### src/shared/irf_pkg.sv
// Purpose: Shared constants and types for the interrupt request flag block.
// Assumes: One 125 MHz clock, synchronous active-high reset.
// Notes:   Indices, offsets, field positions and the edge helper.
// Function
// - External pin edge sets flags 4,3,1,0.
// - Only zero writes clear; ones ignored.
// - Pin 2 edge sets bit 2; reduced keeps 0.
// - Peripheral register is 8 bits, fixed layout.
// - Accepting an interrupt never clears flags.
// - Direct transfer after sleep sets bit 7.
// - Converter done, busy cleared, sets bit 6.
// - Software writes zero to bits 5, 4.
// - Timer F high or 16-bit match sets bit 3.
// - Timer F low match in 8-bit mode.
// - Timer C wrap either way sets bit 1.
// - Timer B overflow sets bit 0.
// - Falling wakeup pin edge sets wakeup flag.
// - Reduced variant keeps timer C flag cleared.
// - Requests pass only while enable bit set.
package irf_pkg;

    // ----------------------------------------
    // Device register indices
    // ----------------------------------------
    localparam logic [1:0] IRF_IDX_FIRST  = 2'h0;
    localparam logic [1:0] IRF_IDX_PERIPH = 2'h1;
    localparam logic [1:0] IRF_IDX_WAKE   = 2'h2;

    // ----------------------------------------
    // Field positions
    // ----------------------------------------
    localparam int IRF_BIT_DT        = 7;
    localparam int IRF_BIT_AD        = 6;
    localparam int IRF_BIT_TFH       = 3;
    localparam int IRF_BIT_TFL       = 2;
    localparam int IRF_BIT_TC        = 1;
    localparam int IRF_BIT_TB        = 0;
    localparam int IRF_BIT_IRQ2      = 2;
    localparam int IRF_BIT_WAKE_EN   = 5;
    localparam int IRF_ST_EXT        = 0;
    localparam int IRF_ST_PERIPH     = 1;
    localparam int IRF_ST_WAKE       = 2;

    // ----------------------------------------
    // Reset and fixed values
    // ----------------------------------------
    localparam logic [7:0] IRF_FLAG_RESET       = 8'h00;
    localparam logic [7:0] IRF_ENABLE_RESET     = 8'h00;
    localparam logic [7:0] IRF_FIRST_READ_ONES  = 8'h20;
    localparam logic [7:0] IRF_PERIPH_RSVD_MASK = 8'h30;
    localparam logic [2:0] IRF_STATUS_RESET     = 3'h0;

    // ----------------------------------------
    // Host register byte offsets
    // ----------------------------------------
    localparam logic [4:0] IRF_AV_FIRST   = 5'h00;
    localparam logic [4:0] IRF_AV_PERIPH  = 5'h04;
    localparam logic [4:0] IRF_AV_WAKE    = 5'h08;
    localparam logic [4:0] IRF_AV_ENABLE1 = 5'h0c;
    localparam logic [4:0] IRF_AV_ENABLE2 = 5'h10;
    localparam logic [4:0] IRF_AV_STATUS  = 5'h14;
    localparam logic [4:0] IRF_AV_MASK    = 5'h18;

    typedef enum logic [1:0] {
        IRF_IDLE = 2'b00,
        IRF_WAIT = 2'b01,
        IRF_DONE = 2'b10
    } irf_host_state_e;

    // Per-bit edge: rise selects low-to-high, otherwise high-to-low.
    function automatic logic [7:0] irf_edge(input logic [7:0] prev, input logic [7:0] cur,
                                            input logic [7:0] rise);
        irf_edge = (rise & ~prev & cur) | (~rise & prev & ~cur);
    endfunction

endpackage

### src/shared/irf_bus_if.sv
// Purpose: Link between the flag block and its register-side controller.
// Assumes: Both ends on clk_i.
// Notes:   Strobes are one-cycle pulses; ack answers one cycle later.
`timescale 1ns/100ps
interface irf_bus_if;
    logic [1:0] reg_addr;
    logic       reg_wr;
    logic       reg_rd;
    logic [7:0] reg_wdata;
    logic [7:0] reg_rdata;
    logic       reg_ack;
    logic [7:0] enable1;
    logic [7:0] enable2;
    logic [4:0] req_ext;
    logic [7:0] req_periph;
    logic       req_wake;

    modport device (
        input  reg_addr, reg_wr, reg_rd, reg_wdata, enable1, enable2,
        output reg_rdata, reg_ack, req_ext, req_periph, req_wake
    );
    modport host (
        output reg_addr, reg_wr, reg_rd, reg_wdata, enable1, enable2,
        input  reg_rdata, reg_ack, req_ext, req_periph, req_wake
    );
endinterface

### src/design/irf_device.sv
// Purpose: Request flags for external pins, wakeup pins and peripherals.
// Assumes: Pin and peripheral inputs are synchronous to clk_i.
// Notes:   Flags hold until software writes zero; enables gate requests.
//
// Register access over Avalon-MM and the register addresses are this design's own decisions.
`timescale 1ns/100ps
module irf_device
    import irf_pkg::*;
#(
    parameter bit HAS_IRQ2    = 1'b1,
    parameter bit HAS_TIMER_C = 1'b1
) (
    // Clock and reset
    input  wire logic       clk_i,
    input  wire logic       rst_i,
    // Register side
    irf_bus_if.device       bus,
    // External request pins
    input  wire logic [4:0] irq_pin_i,
    input  wire logic [4:0] irq_pin_mode_i,
    input  wire logic [4:0] irq_rising_i,
    // Wakeup pins
    input  wire logic [7:0] wakeup_pin_i,
    input  wire logic [7:0] wakeup_pin_mode_i,
    // Direct transfer and converter
    input  wire logic       direct_transfer_enable_i,
    input  wire logic       direct_transfer_after_sleep_i,
    input  wire logic       adc_start_busy_i,
    // Timer F
    input  wire logic       timer_f_16bit_i,
    input  wire logic [7:0] timer_f_low_counter_i,
    input  wire logic [7:0] timer_f_high_counter_i,
    input  wire logic [7:0] timer_f_low_compare_i,
    input  wire logic [7:0] timer_f_high_compare_i,
    // Timers C and B
    input  wire logic [7:0] timer_c_count_i,
    input  wire logic [7:0] timer_b_count_i,
    // Flag mirrors
    output logic      [4:0] first_flags_o,
    output logic      [7:0] periph_flags_o,
    output logic      [7:0] wake_flags_o
);
    // ----------------------------------------
    // History of the watched inputs
    // ----------------------------------------
    // The history is not trusted in the first cycle after reset, so a pin or
    // counter that already sits at a trigger value cannot fake an edge.
    logic       primed;
    logic [4:0] irq_prev;
    logic [7:0] wake_prev;
    logic       busy_prev;
    logic       fh_match_prev;
    logic       fl_match_prev;
    logic [7:0] tc_prev;
    logic [7:0] tb_prev;

    wire fh_match_8  = timer_f_high_counter_i == timer_f_high_compare_i;
    wire fh_match_16 = {timer_f_high_counter_i, timer_f_low_counter_i}
                       == {timer_f_high_compare_i, timer_f_low_compare_i};
    wire fh_match    = timer_f_16bit_i ? fh_match_16 : fh_match_8;
    wire fl_match    = !timer_f_16bit_i && (timer_f_low_counter_i == timer_f_low_compare_i);

    always_ff @(posedge clk_i) begin
        if (rst_i) begin
            primed        <= 1'b0;
            irq_prev      <= 5'h00;
            wake_prev     <= 8'h00;
            busy_prev     <= 1'b0;
            fh_match_prev <= 1'b0;
            fl_match_prev <= 1'b0;
            tc_prev       <= 8'h00;
            tb_prev       <= 8'h00;
        end else begin
            primed        <= 1'b1;
            irq_prev      <= irq_pin_i;
            wake_prev     <= wakeup_pin_i;
            busy_prev     <= adc_start_busy_i;
            fh_match_prev <= fh_match;
            fl_match_prev <= fl_match;
            tc_prev       <= timer_c_count_i;
            tb_prev       <= timer_b_count_i;
        end
    end

    // ----------------------------------------
    // Set conditions
    // ----------------------------------------
    wire [7:0] irq_edges  = irf_edge({3'h0, irq_prev}, {3'h0, irq_pin_i}, {3'h0, irq_rising_i});
    wire [4:0] irq_keep   = {2'b11, HAS_IRQ2, 2'b11};
    wire [4:0] set_first  = {5{primed}} & irq_edges[4:0] & irq_pin_mode_i & irq_keep;
    wire [7:0] wake_edges = irf_edge(wake_prev, wakeup_pin_i, 8'h00);
    wire [7:0] set_wake   = {8{primed}} & wake_edges & wakeup_pin_mode_i;

    wire set_dt  = direct_transfer_enable_i && direct_transfer_after_sleep_i;
    wire set_ad  = primed && busy_prev && !adc_start_busy_i;
    wire set_tfh = primed && fh_match && !fh_match_prev;
    wire set_tfl = primed && fl_match && !fl_match_prev;
    wire tc_over  = (tc_prev == 8'hff) && (timer_c_count_i == 8'h00);
    wire tc_under = (tc_prev == 8'h00) && (timer_c_count_i == 8'hff);
    wire set_tc  = HAS_TIMER_C && primed && (tc_over || tc_under);
    wire set_tb  = primed && (tb_prev == 8'hff) && (timer_b_count_i == 8'h00);

    // Reserved positions 5 and 4 are never set and so always read zero.
    logic [7:0] set_periph;
    always_comb begin
        set_periph              = 8'h00;
        set_periph[IRF_BIT_DT]  = set_dt;
        set_periph[IRF_BIT_AD]  = set_ad;
        set_periph[IRF_BIT_TFH] = set_tfh;
        set_periph[IRF_BIT_TFL] = set_tfl;
        set_periph[IRF_BIT_TC]  = set_tc;
        set_periph[IRF_BIT_TB]  = set_tb;
    end

    // ----------------------------------------
    // Register writes and flag banks
    // ----------------------------------------
    wire wr_first  = bus.reg_wr && (bus.reg_addr == IRF_IDX_FIRST);
    wire wr_periph = bus.reg_wr && (bus.reg_addr == IRF_IDX_PERIPH);
    wire wr_wake   = bus.reg_wr && (bus.reg_addr == IRF_IDX_WAKE);

    irf_flag_bank #(.W(5)) u_first (
        .clk_i   (clk_i),
        .rst_i   (rst_i),
        .set_i   (set_first),
        .wr_i    (wr_first),
        .wdata_i (bus.reg_wdata[4:0]),
        .flags_o (first_flags_o)
    );

    irf_flag_bank #(.W(8)) u_periph (
        .clk_i   (clk_i),
        .rst_i   (rst_i),
        .set_i   (set_periph),
        .wr_i    (wr_periph),
        .wdata_i (bus.reg_wdata),
        .flags_o (periph_flags_o)
    );

    irf_flag_bank #(.W(8)) u_wake (
        .clk_i   (clk_i),
        .rst_i   (rst_i),
        .set_i   (set_wake),
        .wr_i    (wr_wake),
        .wdata_i (bus.reg_wdata),
        .flags_o (wake_flags_o)
    );

    // ----------------------------------------
    // Read-back, answer and gated requests
    // ----------------------------------------
    // Bits 7 and 6 of the first register belong to other sources and read
    // zero here; bit 5 reads one.
    wire [7:0] rd_mux = (bus.reg_addr == IRF_IDX_FIRST)  ? (IRF_FIRST_READ_ONES | {3'h0, first_flags_o}) :
                        (bus.reg_addr == IRF_IDX_PERIPH) ? periph_flags_o :
                        (bus.reg_addr == IRF_IDX_WAKE)   ? wake_flags_o : 8'h00;

    always_ff @(posedge clk_i) begin
        if (rst_i) begin
            bus.reg_rdata  <= 8'h00;
            bus.reg_ack    <= 1'b0;
            bus.req_ext    <= 5'h00;
            bus.req_periph <= 8'h00;
            bus.req_wake   <= 1'b0;
        end else begin
            bus.reg_ack    <= bus.reg_wr || bus.reg_rd;
            bus.reg_rdata  <= bus.reg_rd ? rd_mux : 8'h00;
            bus.req_ext    <= first_flags_o & bus.enable1[4:0];
            bus.req_periph <= periph_flags_o & bus.enable2 & ~IRF_PERIPH_RSVD_MASK;
            bus.req_wake   <= (|wake_flags_o) && bus.enable1[IRF_BIT_WAKE_EN];
        end
    end
endmodule

### src/design/irf_flag_bank.sv
// Purpose: Bank of sticky request flags, cleared by writing zero.
// Assumes: set_i bits are one-cycle event pulses.
// Notes:   An event in the clearing cycle keeps its flag.
`timescale 1ns/100ps
module irf_flag_bank
    import irf_pkg::*;
#(
    parameter int W = 8
) (
    // Clock and reset
    input  wire logic         clk_i,
    input  wire logic         rst_i,
    // Events and software write
    input  wire logic [W-1:0] set_i,
    input  wire logic         wr_i,
    input  wire logic [W-1:0] wdata_i,
    // Flags
    output logic      [W-1:0] flags_o
);
    // Registers are at most one byte wide on the link.
    if (W < 1 || W > 8) begin : g_width_check
        $error("irf_flag_bank: W must be 1..8");
    end

    wire [W-1:0] clear_mask = wr_i ? ~wdata_i : '0;
    wire [W-1:0] next_flags = set_i | (flags_o & ~clear_mask);

    always_ff @(posedge clk_i) begin
        if (rst_i) begin
            flags_o <= IRF_FLAG_RESET[W-1:0];
        end else begin
            flags_o <= next_flags;
        end
    end
endmodule

### src/flat_wrapper.sv
// flat-port wrapper written by rule: the top's interface ports become plain ports
module irf_device_flat import irf_pkg::*;
#(
    parameter bit HAS_IRQ2    = 1'b1,
    parameter bit HAS_TIMER_C = 1'b1
)
  (clk_i, rst_i, irq_pin_i, irq_pin_mode_i, irq_rising_i, wakeup_pin_i, wakeup_pin_mode_i, direct_transfer_enable_i, direct_transfer_after_sleep_i, adc_start_busy_i, timer_f_16bit_i, timer_f_low_counter_i, timer_f_high_counter_i, timer_f_low_compare_i, timer_f_high_compare_i, timer_c_count_i, timer_b_count_i, first_flags_o, periph_flags_o, wake_flags_o, bus_reg_addr, bus_reg_wr, bus_reg_rd, bus_reg_wdata, bus_enable1, bus_enable2, bus_reg_rdata, bus_reg_ack, bus_req_ext, bus_req_periph, bus_req_wake);
  irf_bus_if bus_i ();
  input  wire logic clk_i;
  input  wire logic rst_i;
  input  wire logic [4:0] irq_pin_i;
  input  wire logic [4:0] irq_pin_mode_i;
  input  wire logic [4:0] irq_rising_i;
  input  wire logic [7:0] wakeup_pin_i;
  input  wire logic [7:0] wakeup_pin_mode_i;
  input  wire logic direct_transfer_enable_i;
  input  wire logic direct_transfer_after_sleep_i;
  input  wire logic adc_start_busy_i;
  input  wire logic timer_f_16bit_i;
  input  wire logic [7:0] timer_f_low_counter_i;
  input  wire logic [7:0] timer_f_high_counter_i;
  input  wire logic [7:0] timer_f_low_compare_i;
  input  wire logic [7:0] timer_f_high_compare_i;
  input  wire logic [7:0] timer_c_count_i;
  input  wire logic [7:0] timer_b_count_i;
  output logic      [4:0] first_flags_o;
  output logic      [7:0] periph_flags_o;
  output logic      [7:0] wake_flags_o;
  input wire logic [$bits(bus_i.reg_addr)-1:0] bus_reg_addr;
  input wire logic [$bits(bus_i.reg_wr)-1:0] bus_reg_wr;
  input wire logic [$bits(bus_i.reg_rd)-1:0] bus_reg_rd;
  input wire logic [$bits(bus_i.reg_wdata)-1:0] bus_reg_wdata;
  input wire logic [$bits(bus_i.enable1)-1:0] bus_enable1;
  input wire logic [$bits(bus_i.enable2)-1:0] bus_enable2;
  output wire logic [$bits(bus_i.reg_rdata)-1:0] bus_reg_rdata;
  output wire logic [$bits(bus_i.reg_ack)-1:0] bus_reg_ack;
  output wire logic [$bits(bus_i.req_ext)-1:0] bus_req_ext;
  output wire logic [$bits(bus_i.req_periph)-1:0] bus_req_periph;
  output wire logic [$bits(bus_i.req_wake)-1:0] bus_req_wake;
  assign bus_i.reg_addr = bus_reg_addr;
  assign bus_i.reg_wr = bus_reg_wr;
  assign bus_i.reg_rd = bus_reg_rd;
  assign bus_i.reg_wdata = bus_reg_wdata;
  assign bus_i.enable1 = bus_enable1;
  assign bus_i.enable2 = bus_enable2;
  assign bus_reg_rdata = bus_i.reg_rdata;
  assign bus_reg_ack = bus_i.reg_ack;
  assign bus_req_ext = bus_i.req_ext;
  assign bus_req_periph = bus_i.req_periph;
  assign bus_req_wake = bus_i.req_wake;
  irf_device #(.HAS_IRQ2(HAS_IRQ2), .HAS_TIMER_C(HAS_TIMER_C)) u_core (.clk_i(clk_i), .rst_i(rst_i), .bus(bus_i), .irq_pin_i(irq_pin_i), .irq_pin_mode_i(irq_pin_mode_i), .irq_rising_i(irq_rising_i), .wakeup_pin_i(wakeup_pin_i), .wakeup_pin_mode_i(wakeup_pin_mode_i), .direct_transfer_enable_i(direct_transfer_enable_i), .direct_transfer_after_sleep_i(direct_transfer_after_sleep_i), .adc_start_busy_i(adc_start_busy_i), .timer_f_16bit_i(timer_f_16bit_i), .timer_f_low_counter_i(timer_f_low_counter_i), .timer_f_high_counter_i(timer_f_high_counter_i), .timer_f_low_compare_i(timer_f_low_compare_i), .timer_f_high_compare_i(timer_f_high_compare_i), .timer_c_count_i(timer_c_count_i), .timer_b_count_i(timer_b_count_i), .first_flags_o(first_flags_o), .periph_flags_o(periph_flags_o), .wake_flags_o(wake_flags_o));
endmodule
### config.mk
export PLATFORM = sky130hd
export DESIGN_NAME = irf_device_flat
export DESIGN_NICKNAME = d
export VERILOG_FILES = /design/src/shared/irf_pkg.sv /design/src/shared/irf_bus_if.sv /design/src/design/irf_device.sv /design/src/design/irf_flag_bank.sv /design/src/flat_wrapper.sv
export SDC_FILE = /design/constraint.sdc
export NUM_CORES = 1
export LEC_CHECK = 0
export BUFFER_PORTS_ARGS = -buffer_cell sky130_fd_sc_hd__buf_4
export CORE_ASPECT_RATIO = 1.4
export CORE_MARGIN = 3
export CORE_UTILIZATION = 30
export DETAILED_ROUTE_END_ITERATION = 12
export SKIP_CTS_REPAIR_TIMING = 1
export SYNTH_ARGS = -nofsm -noshare
export SYNTH_HDL_FRONTEND = slang
export SYNTH_HIERARCHICAL = 1
export SYNTH_SLANG_ARGS = --single-unit
### constraint.sdc
create_clock -name clk_i -period 2.3 [get_ports clk_i]
set_input_delay 0.46 -clock clk_i [delete_from_list [all_inputs] [get_ports clk_i]]
set_output_delay 0.46 -clock clk_i [all_outputs]
set_load 0.005 [all_outputs]
# Word-level counts from Yosys, hierarchy flattened
# Cells that the tools add are included.
# word_totals
inputBits	113
wordCells	92
regBits	77
output_inout_bits	44
# classes
bitwise_logic	28
eq_ne	8
muxes	8
reduce_logical	30
# op_table
cell	n
$and 8x8->8	6
$and 5x5->5	8
$mux 8	4
$not 8->8	4
$not 5->5	5
$eq 8x8->1 const B	3
$logic_not 8->1	3
$logic_and 1x1->1	17
$eq 16x16->1	1
$eq 8x8->1	2
$or 8x8->8	2
$or 5x5->5	2
$reduce_or 8->1	1
$mux 6	1
$mux 5	1
$logic_not 1->1	4
$reduce_or 3->1	1
$eq 2x1->1 const B	1
$eq 2x2->1 const B	1
$logic_not 2->1	1
$logic_or 1x1->1	2
$mux 1	2
$reduce_or 2->1	1
$not 1->1	1

# Logic depth before layout (Yosys ltp)
# Gate-level depths: netlist (run 1).
# depth
ltp_word	7
ltp_mapped	6
ltp_nobuf	6

# Cells and area by module
# The synthesis (run 1) kept the hierarchy.
# by_module_without_submodules
mod	instances	cells_per_inst	area_per_inst_um2	seq_area_each_um2
irf_device	1	228	2172.1	1081.0
irf_flag_bank at u_core.u_periph ...	2	33	377.9	160.2
irf_flag_bank at u_core.u_first	1	20	231.5	100.1

# Worst setup path before layout (run 1)
# No wires, ideal clock.
# synth_path
kind	input port to flip-flop
start	input timer_b_count_i[1]
end	register u_core.u_periph.flags_o[0]
cell_stages	5
path_buffers	0
arrival_time_ns	1.781
t_required_ns	2.227
setup_slack_ns	0.446
setup_ns	0.073
cell_sequence	or4_1 or4_1 nor4_2 nor3b_2 nor3_2
# synth_between
elab_chain_len	3
# synth_rtl
item	line_no	source
start: declaration	flat_wrapper.sv:25	input wire logic [7:0] timer_b_count_i;
$logic_not 8->1	irf_device.sv:101	wire set_tb = primed && (tb_prev == 8'hff) && (timer_b_count_i == 8'h00);
$logic_and 1x1->1	irf_device.sv:101	
net u_core.set_tb	irf_device.sv:101	
$or 8x8->8	irf_flag_bank.sv:26	wire [W-1:0] next_flags = set_i | (flags_o & ~clear_mask);
end signal: assignment	irf_flag_bank.sv:30	flags_o <= IRF_FLAG_RESET[W-1:0];
end signal: assignment	irf_flag_bank.sv:32	flags_o <= next_flags;
end: declaration	irf_flag_bank.sv:18	output logic [W-1:0] flags_o
# The timed path passes the listed nets, and every way through them passes these cells.
# A chain may end at the register's enable or synchronous reset.

# Worst setup path after layout (run 1)
# Ends and elaborated chain as after synthesis.

==> results.sh, run 1 <==
export IMPL_status="finished clean"
export IMPL_power_density_nw_per_um2=687
export IMPL_yosysWarnings=6
export IMPL_dpl_hpwl_mm=7.07
export IMPL_synthTopCellsByArea="dfxtp_1 48%, nor3b_2 8.3%, nor3_2 6.7%"
export IMPL_insertion_delay_ps=330
export IMPL_synth_edf_count=0
export IMPL_grt_max_degree=22
export IMPL_fin_util_pct=47.5
export IMPL_fp_coreArea_um2=10100
export IMPL_gp_congestion=0.782
export IMPL_start_util_pct=31.2
export IMPL_setup_viol=0
export IMPL_first_iter_violations=50
export IMPL_leakage_nw=2.17
export IMPL_htreeDepth=3
export IMPL_hold_ws_ps=306
export IMPL_cts_tree="yes"
export IMPL_worstSetupPathType="input pin to flip-flop"
export IMPL_worst_slack_ps=536
export IMPL_path_clk_slew_ps=60
export IMPL_endpoint_kind="flip-flop"
export IMPL_portBuffers=150
export IMPL_num_rows=43
export IMPL_hold_violations=0
export IMPL_final_nets=587
export IMPL_fmax_mhz=567
export IMPL_layout_area_overhead_vs_synth_pct=52.1
export IMPL_fin_total_pwr_mw=3.30
export IMPL_synth_seq_cells=75
export IMPL_synth_area_leader_cell="dfxtp_1"
export IMPL_drt_total_wl_mm=8.69
export IMPL_drv_slew=0
export IMPL_clock_path_buffers=2
export IMPL_drive_gt1_share_pct=45.5
export IMPL_arrival_ps=2020
export IMPL_ys_flop_type="dfxtp_1"
export IMPL_grt_pass1_wl_mm=13.9
export IMPL_maxSlewHeadroom_pct=60.5
export IMPL_grt_overflow_total=0
export IMPL_die_w_um=92.7
export IMPL_stdcell_area_um2=4810
export IMPL_period_minus_slack_ps=1760
export IMPL_n_antenna_cell=0
export IMPL_fin_skew_ps=3.47
export IMPL_ys_seq_area_share_pct=47.5
export IMPL_post_place_ws_ps=169
export IMPL_syn_cell_area_um2=3160
export IMPL_rsz0062_at_grt="false"
export IMPL_cts_sinks=75
export IMPL_drt_pass1_iter_count=4
export IMPL_root_buffer="clkbuf_16"
export IMPL_timing_setup_tns_ps=0
export IMPL_antenna_found_initial=0
export IMPL_drc=0
export IMPL_die_area_um2=11800
export IMPL_cts_made_buffers=9
export IMPL_grt_pass1_vias=2849
export IMPL_period_share_pct=76.7
export IMPL_viasPerCell=4.54
export IMPL_io_pins=157
export IMPL_wl_per_cell_um=14.2
export IMPL_vias=2789
export IMPL_maxCapViolCount=0
export IMPL_min_path_type="input pin to flip-flop"
export IMPL_ir_worst_vdd_uv=355
export IMPL_place_area_um2=4460
export IMPL_fin_cells=614
export IMPL_synth_cells=314
export IMPL_path_max_fanout=2
export IMPL_cp_data_required_time_ps=2560
export IMPL_antenna_left=0
export IMPL_synth_avg_cell_area_um2=10.1
export IMPL_die_h_um=127
export IMPL_tightest_slew_ps=584
export IMPL_synthDistinctLibCells=31
export IMPL_grt_use_total_pct=15.2
export IMPL_cp_start_kind="input pin"
export IMPL_ys_async_sr_fraction_pct=0
export IMPL_synth_top_area_share_pct=47.5
export IMPL_dp_cells=598
-- final timing paths --
| check | startpoint | to | slack [ps] | cells past startpoint |
|---|---|---|---|---|
| worst max-delay path | timer_b_count_i[1] | u_core/u_periph/flags_o[0]$_SDFF_PP0_ | 540 | 6 |
| worst min-delay path | timer_f_16bit_i | u_core/fl_match_prev$_SDFF_PP0_ | 310 | 2 |
| worst max register to register | u_core/primed$_DFF_P_ | u_core/u_periph/flags_o[0]$_SDFF_PP0_ | 800 | 5 |
| worst min register to register | u_core/u_periph/flags_o[2]$_SDFF_PP0_ | u_core/bus.req_periph[2]$_SDFF_PP0_ | 510 | 1 |
-- layer usage --
metal  share of wire (%)  track usage (%)  routed length [um]
met1                  39             17.0                3410
met2                  53             27.4                4570
met3                 5.5             2.71                 478
met4                 2.7             7.59                 232
met5                   0                0                   0
-- sequential cells by signal, summed over array words and instances, names as in the netlist, 5 cells and up --
signal                   count
u_core/bus.reg_rdata         8
u_core/bus.req_ext           5
u_core/bus.req_periph        6
u_core/irq_prev              5
u_core/tb_prev               8
u_core/tc_prev               8
u_core/u_first/flags_o       5
u_core/u_periph/flags_o      8
u_core/u_wake/flags_o        8
u_core/wake_prev             8
-- logic make-up (layout without fill, tap and decap cells) --
family / count (synthesis) / in the layout / share of synthesized area, %
AO/OA/AOI/OAI: 16 / 16 / 2.89
XOR/XNOR: 16 / 16 / 4.44
buffers and inverters: 16 / 176 / 2.38
flip-flops: 75 / 75 / 47.5
multiplexers: 5 / 5 / 1.58
other: 1 / 6 / 0.119
AND/OR/NAND/NOR: 185 / 185 / 41.1
-- critical path, stage by stage --
cell and delay (ps):
buf_4 110, or4_1 520, or4_1 440, nor4_2 250, nor3b_2 90, nor3_2 150
-- synthesized netlist by cell type, types with 5 or more instances --
cell	instances
nor2b_1	30
a21oi_1	12
nor3_2	21
mux2i_1	5
nor2_1	42
or3b_1	5
clkbuf_1	8
nand2_1	12
and4b_1	8
nor3b_2	21
xor2_1	16
dfxtp_1	75
and3_1	12
nor4_1	8
nand3b_1	5
nand4_1	6
-- power breakdown --
group          internal, mW  total, mW  switching [mW]
combinational         0.209      0.357           0.147
clock                  1.07       1.58           0.511
sequential             1.34       1.37          0.0215
total                  2.62       3.30           0.679
-- final cells by class --
type | instances | area, um^2
sequential | 75 | 1500
inverter | 4 | 15.0
tap | 135 | 169
fill | 1018 | 5310
multi-input combinational | 228 | 1600
clock buffer | 13 | 280
timing repair buffer | 156 | 1170
clock inverter | 3 | 67.6
-- cell usage in the layout, fill, tap and decap left out, drive strengths merged --
cell type and n:
buf 156, dfxtp 75, nor2 42, nor2b 31
nor3 25, nor3b 23, xor2 16, clkbuf 13
nand2 12, a21oi 12, and3 12, nor4 9
and4b 8, nand4 6, conb 6, nand3b 5
or3b 5, mux2i 5, inv 4, bufinv 2
and2 2, nor4b 2, or4 2, a22oi 2
clkinvlp 1, a41oi 1, o21a 1, nand4b 1
Note: power is estimated with default switching activity, not from simulation.
==> run 2, diff against run 1 <==
--- a/config.mk
+++ b/config.mk
@@ -5,6 +5,7 @@
 export SDC_FILE = /design/constraint.sdc
 export NUM_CORES = 1
 export LEC_CHECK = 0
+export ABC_AREA = 1
 export BUFFER_PORTS_ARGS = -buffer_cell sky130_fd_sc_hd__buf_4
 export CORE_ASPECT_RATIO = 1.4
 export CORE_MARGIN = 3
==> constraint.sdc (replaced) <==
create_clock -name clk_i -period 1.53 [get_ports clk_i]
set_input_delay 0.306 -clock clk_i [delete_from_list [all_inputs] [get_ports clk_i]]
set_output_delay 0.306 -clock clk_i [all_outputs]
set_load 0.005 [all_outputs]
==> run 2 against run 1 <==
Net effect: area after synthesis fell by 0.48%; cell count is 22% higher; die area fell by 0.45%; power rose by 52%; highest routed layer unchanged; count of clock-buffer cells in the layout shrank 4; largest power group unchanged; critical endpoint is now u_core/u_first/flags_o[0]$_SDFF_PP0_; clock skew rose by 2.1 ps.
==> results.sh, run 2 <==
export IMPL_period_share_pct=83.0
export IMPL_drive_gt1_share_pct=29.5
export IMPL_power_density_nw_per_um2=1050
export IMPL_vias=3208
export IMPL_synthMostInstantiatedCell="nand2_1"
export IMPL_worstSetupPathType="flip-flop to flip-flop"
export IMPL_ys_seq_area_share_pct=47.8
export IMPL_n_antenna_cell=0
export IMPL_synthTopCellsByArea="dfxtp_1 48%, nand2_1 12%, inv_1 11%"
export IMPL_seq_power_share_pct=41.3
export IMPL_slowest_delay_ps=350
export IMPL_hold_ws_ps=148
export IMPL_first_iter_violations=126
export IMPL_crit_family="buffers and inverters"
export IMPL_layout_commonest_cell="buf_4"
export IMPL_cp_data_required_time_ps=1790
export IMPL_period_minus_slack_ps=1270
export IMPL_synth_seq_cells=75
export IMPL_insertion_delay_ps=330
export IMPL_drt_pass1_iter_count=4
export IMPL_num_rows=43
export IMPL_slowest_stage="dfxtp_1"
export IMPL_ir_worst_vdd_uv=520
export IMPL_status="finished clean"
export IMPL_crit_top_cell="inv_1"
export IMPL_final_nets=725
export IMPL_fin_skew_ps=5.60
export IMPL_fin_util_pct=47.6
export IMPL_fmax_mhz=788
export IMPL_fp_coreArea_um2=10100
export IMPL_start_util_pct=31.3
export IMPL_cts_tree="yes"
export IMPL_synth_top_area_share_pct=47.8
export IMPL_min_path_type="input pin to flip-flop"
export IMPL_p_clk_share_pct=47.9
export IMPL_grt_pass1_vias=3167
export IMPL_intPower_mw=3.92
export IMPL_cts_made_buffers=9
export IMPL_grt_max_degree=26
export IMPL_timing_setup_tns_ps=0
export IMPL_drc=0
export IMPL_swShare_pct=21.7
export IMPL_stdcell_area_um2=4790
export IMPL_switchingPower_mw=1.08
export IMPL_wl_per_cell_um=11.5
export IMPL_setup_viol=0
export IMPL_synth_avg_cell_area_um2=6.96
export IMPL_grt_use_total_pct=15.2
export IMPL_die_h_um=127
export IMPL_grt_pass1_wl_mm=14.2
export IMPL_io_pins=157
export IMPL_cp_start_kind="flip-flop"
export IMPL_synthDistinctLibCells=24
export IMPL_htreeDepth=3
export IMPL_antenna_left=0
export IMPL_ys_async_sr_fraction_pct=0
export IMPL_leakage_nw=2.42
export IMPL_ys_flop_type="dfxtp_1"
export IMPL_dp_cells=736
export IMPL_yosysWarnings=6
export IMPL_path_buf_inv=3
export IMPL_antenna_found_initial=0
export IMPL_fin_cells=752
export IMPL_die_area_um2=11800
export IMPL_gp_congestion=0.765
export IMPL_root_buffer="clkbuf_16"
export IMPL_synth_area_leader_cell="dfxtp_1"
export IMPL_portBuffers=150
export IMPL_clock_path_buffers=2
export IMPL_synth_edf_count=0
export IMPL_mostFrequentLayoutCells="159 x buf_4, 101 x nand2_1, 95 x inv_1"
export IMPL_path_clk_slew_ps=60
export IMPL_die_w_um=92.5
export IMPL_dpl_hpwl_mm=7.02
export IMPL_place_area_um2=4440
export IMPL_synth_cells=452
export IMPL_rsz0062_at_grt="false"
export IMPL_maxCapViolCount=0
export IMPL_path_max_fanout=12
export IMPL_drv_slew=0
export IMPL_pwr_share_comb_pct=10.8
export IMPL_grt_overflow_total=0
export IMPL_arrival_ps=1530
export IMPL_syn_cell_area_um2=3140
export IMPL_layout_area_overhead_vs_synth_pct=52.2
export IMPL_synth_common_cells="101 x nand2_1, 95 x inv_1, 75 x dfxtp_1"
export IMPL_drt_total_wl_mm=8.64
export IMPL_cts_sinks=75
export IMPL_hold_violations=0
export IMPL_viasPerCell=4.27
export IMPL_endpoint_kind="flip-flop"
export IMPL_crit_chain="inv_1, buf_4, nor3_1, inv_1, a21oi_1"
run 2: changes by cell type after synthesis, moves of 20 or more:
| cell | change |
|---|---|
| nor3b_2 | -21 |
| nor2_1 | +22 |
| nor2b_1 | -30 |
| a21oi_1 | +20 |
| nor3_2 | -21 |
| nand2_1 | +89 |
| inv_1 | +93 |
run 2: worst paths after layout:
| path | start | endpoint | slack, ps | depth (start not counted) |
|---|---|---|---|---|
| worst max-delay path | u_core/primed$_DFF_P_ | u_core/u_first/flags_o[0]$_SDFF_PP0_ | 260 | 5 |
| worst min-delay path | timer_f_16bit_i | u_core/fl_match_prev$_SDFF_PP0_ | 150 | 2 |
| worst max register to register | u_core/primed$_DFF_P_ | u_core/u_first/flags_o[0]$_SDFF_PP0_ | 260 | 5 |
| worst min register to register | u_core/u_periph/flags_o[6]$_SDFF_PP0_ | u_core/bus.req_periph[6]$_SDFF_PP0_ | 480 | 2 |
run 2: kinds of logic after synthesis:
| logic type | after synthesis | share of synthesized area (%) |
|---|---|---|
| other | 1 | 0.119 |
| xor gates and xnor gates | 13 | 3.62 |
| AOI/OAI and AO/OA | 40 | 6.37 |
| and+or+nand+nor | 211 | 28.0 |
| buffers and inverters | 112 | 14.2 |
| DFF | 75 | 47.8 |
run 2: stage by stage:
| step | worst slack (ps) | power [mW] |
|---|---|---|
| finish | 261 | 5.00 |
| global route | 86.0 | 5.23 |
| CTS | 228 | 5.07 |
| detailed placement | 215 | 2.65 |
| global placement | 248 | 2.64 |
| floorplan | 451 | 2.32 |
run 2: layout make-up:
class,instances,area (um^2)
Tap cell,135,169
Fill cell,1055,5280
Inverter,99,372
Timing Repair Buffer,159,1190
Clock inverter,7,116
Multi-Input combinational cell,268,1210
Clock buffer,9,225
Sequential cell,75,1500
run 2: routing by layer:
| layer | track usage (%) | wire length, um | up-vias |
|---|---|---|---|
| li1 | - | - | 1673 |
| met1 | 16.4 | 3360 | 1410 |
| met2 | 27.6 | 4500 | 114 |
| met3 | 4.53 | 653 | 11 |
| met4 | 5.95 | 133 | 0 |
| met5 | 0 | 0 | - |
run 2: power groups by stage:
| stage | combinational [mW] | clock, mW | sequential [mW] |
|---|---|---|---|
| final | 0.541 | 2.40 | 2.06 |
| after CTS | 0.548 | 2.46 | 2.06 |
| after global routing | 0.612 | 2.55 | 2.07 |
| after global placement | 0.536 | 0 | 2.10 |
| after floorplan | 0.222 | 0 | 2.10 |
| after detailed placement | 0.546 | 0 | 2.11 |
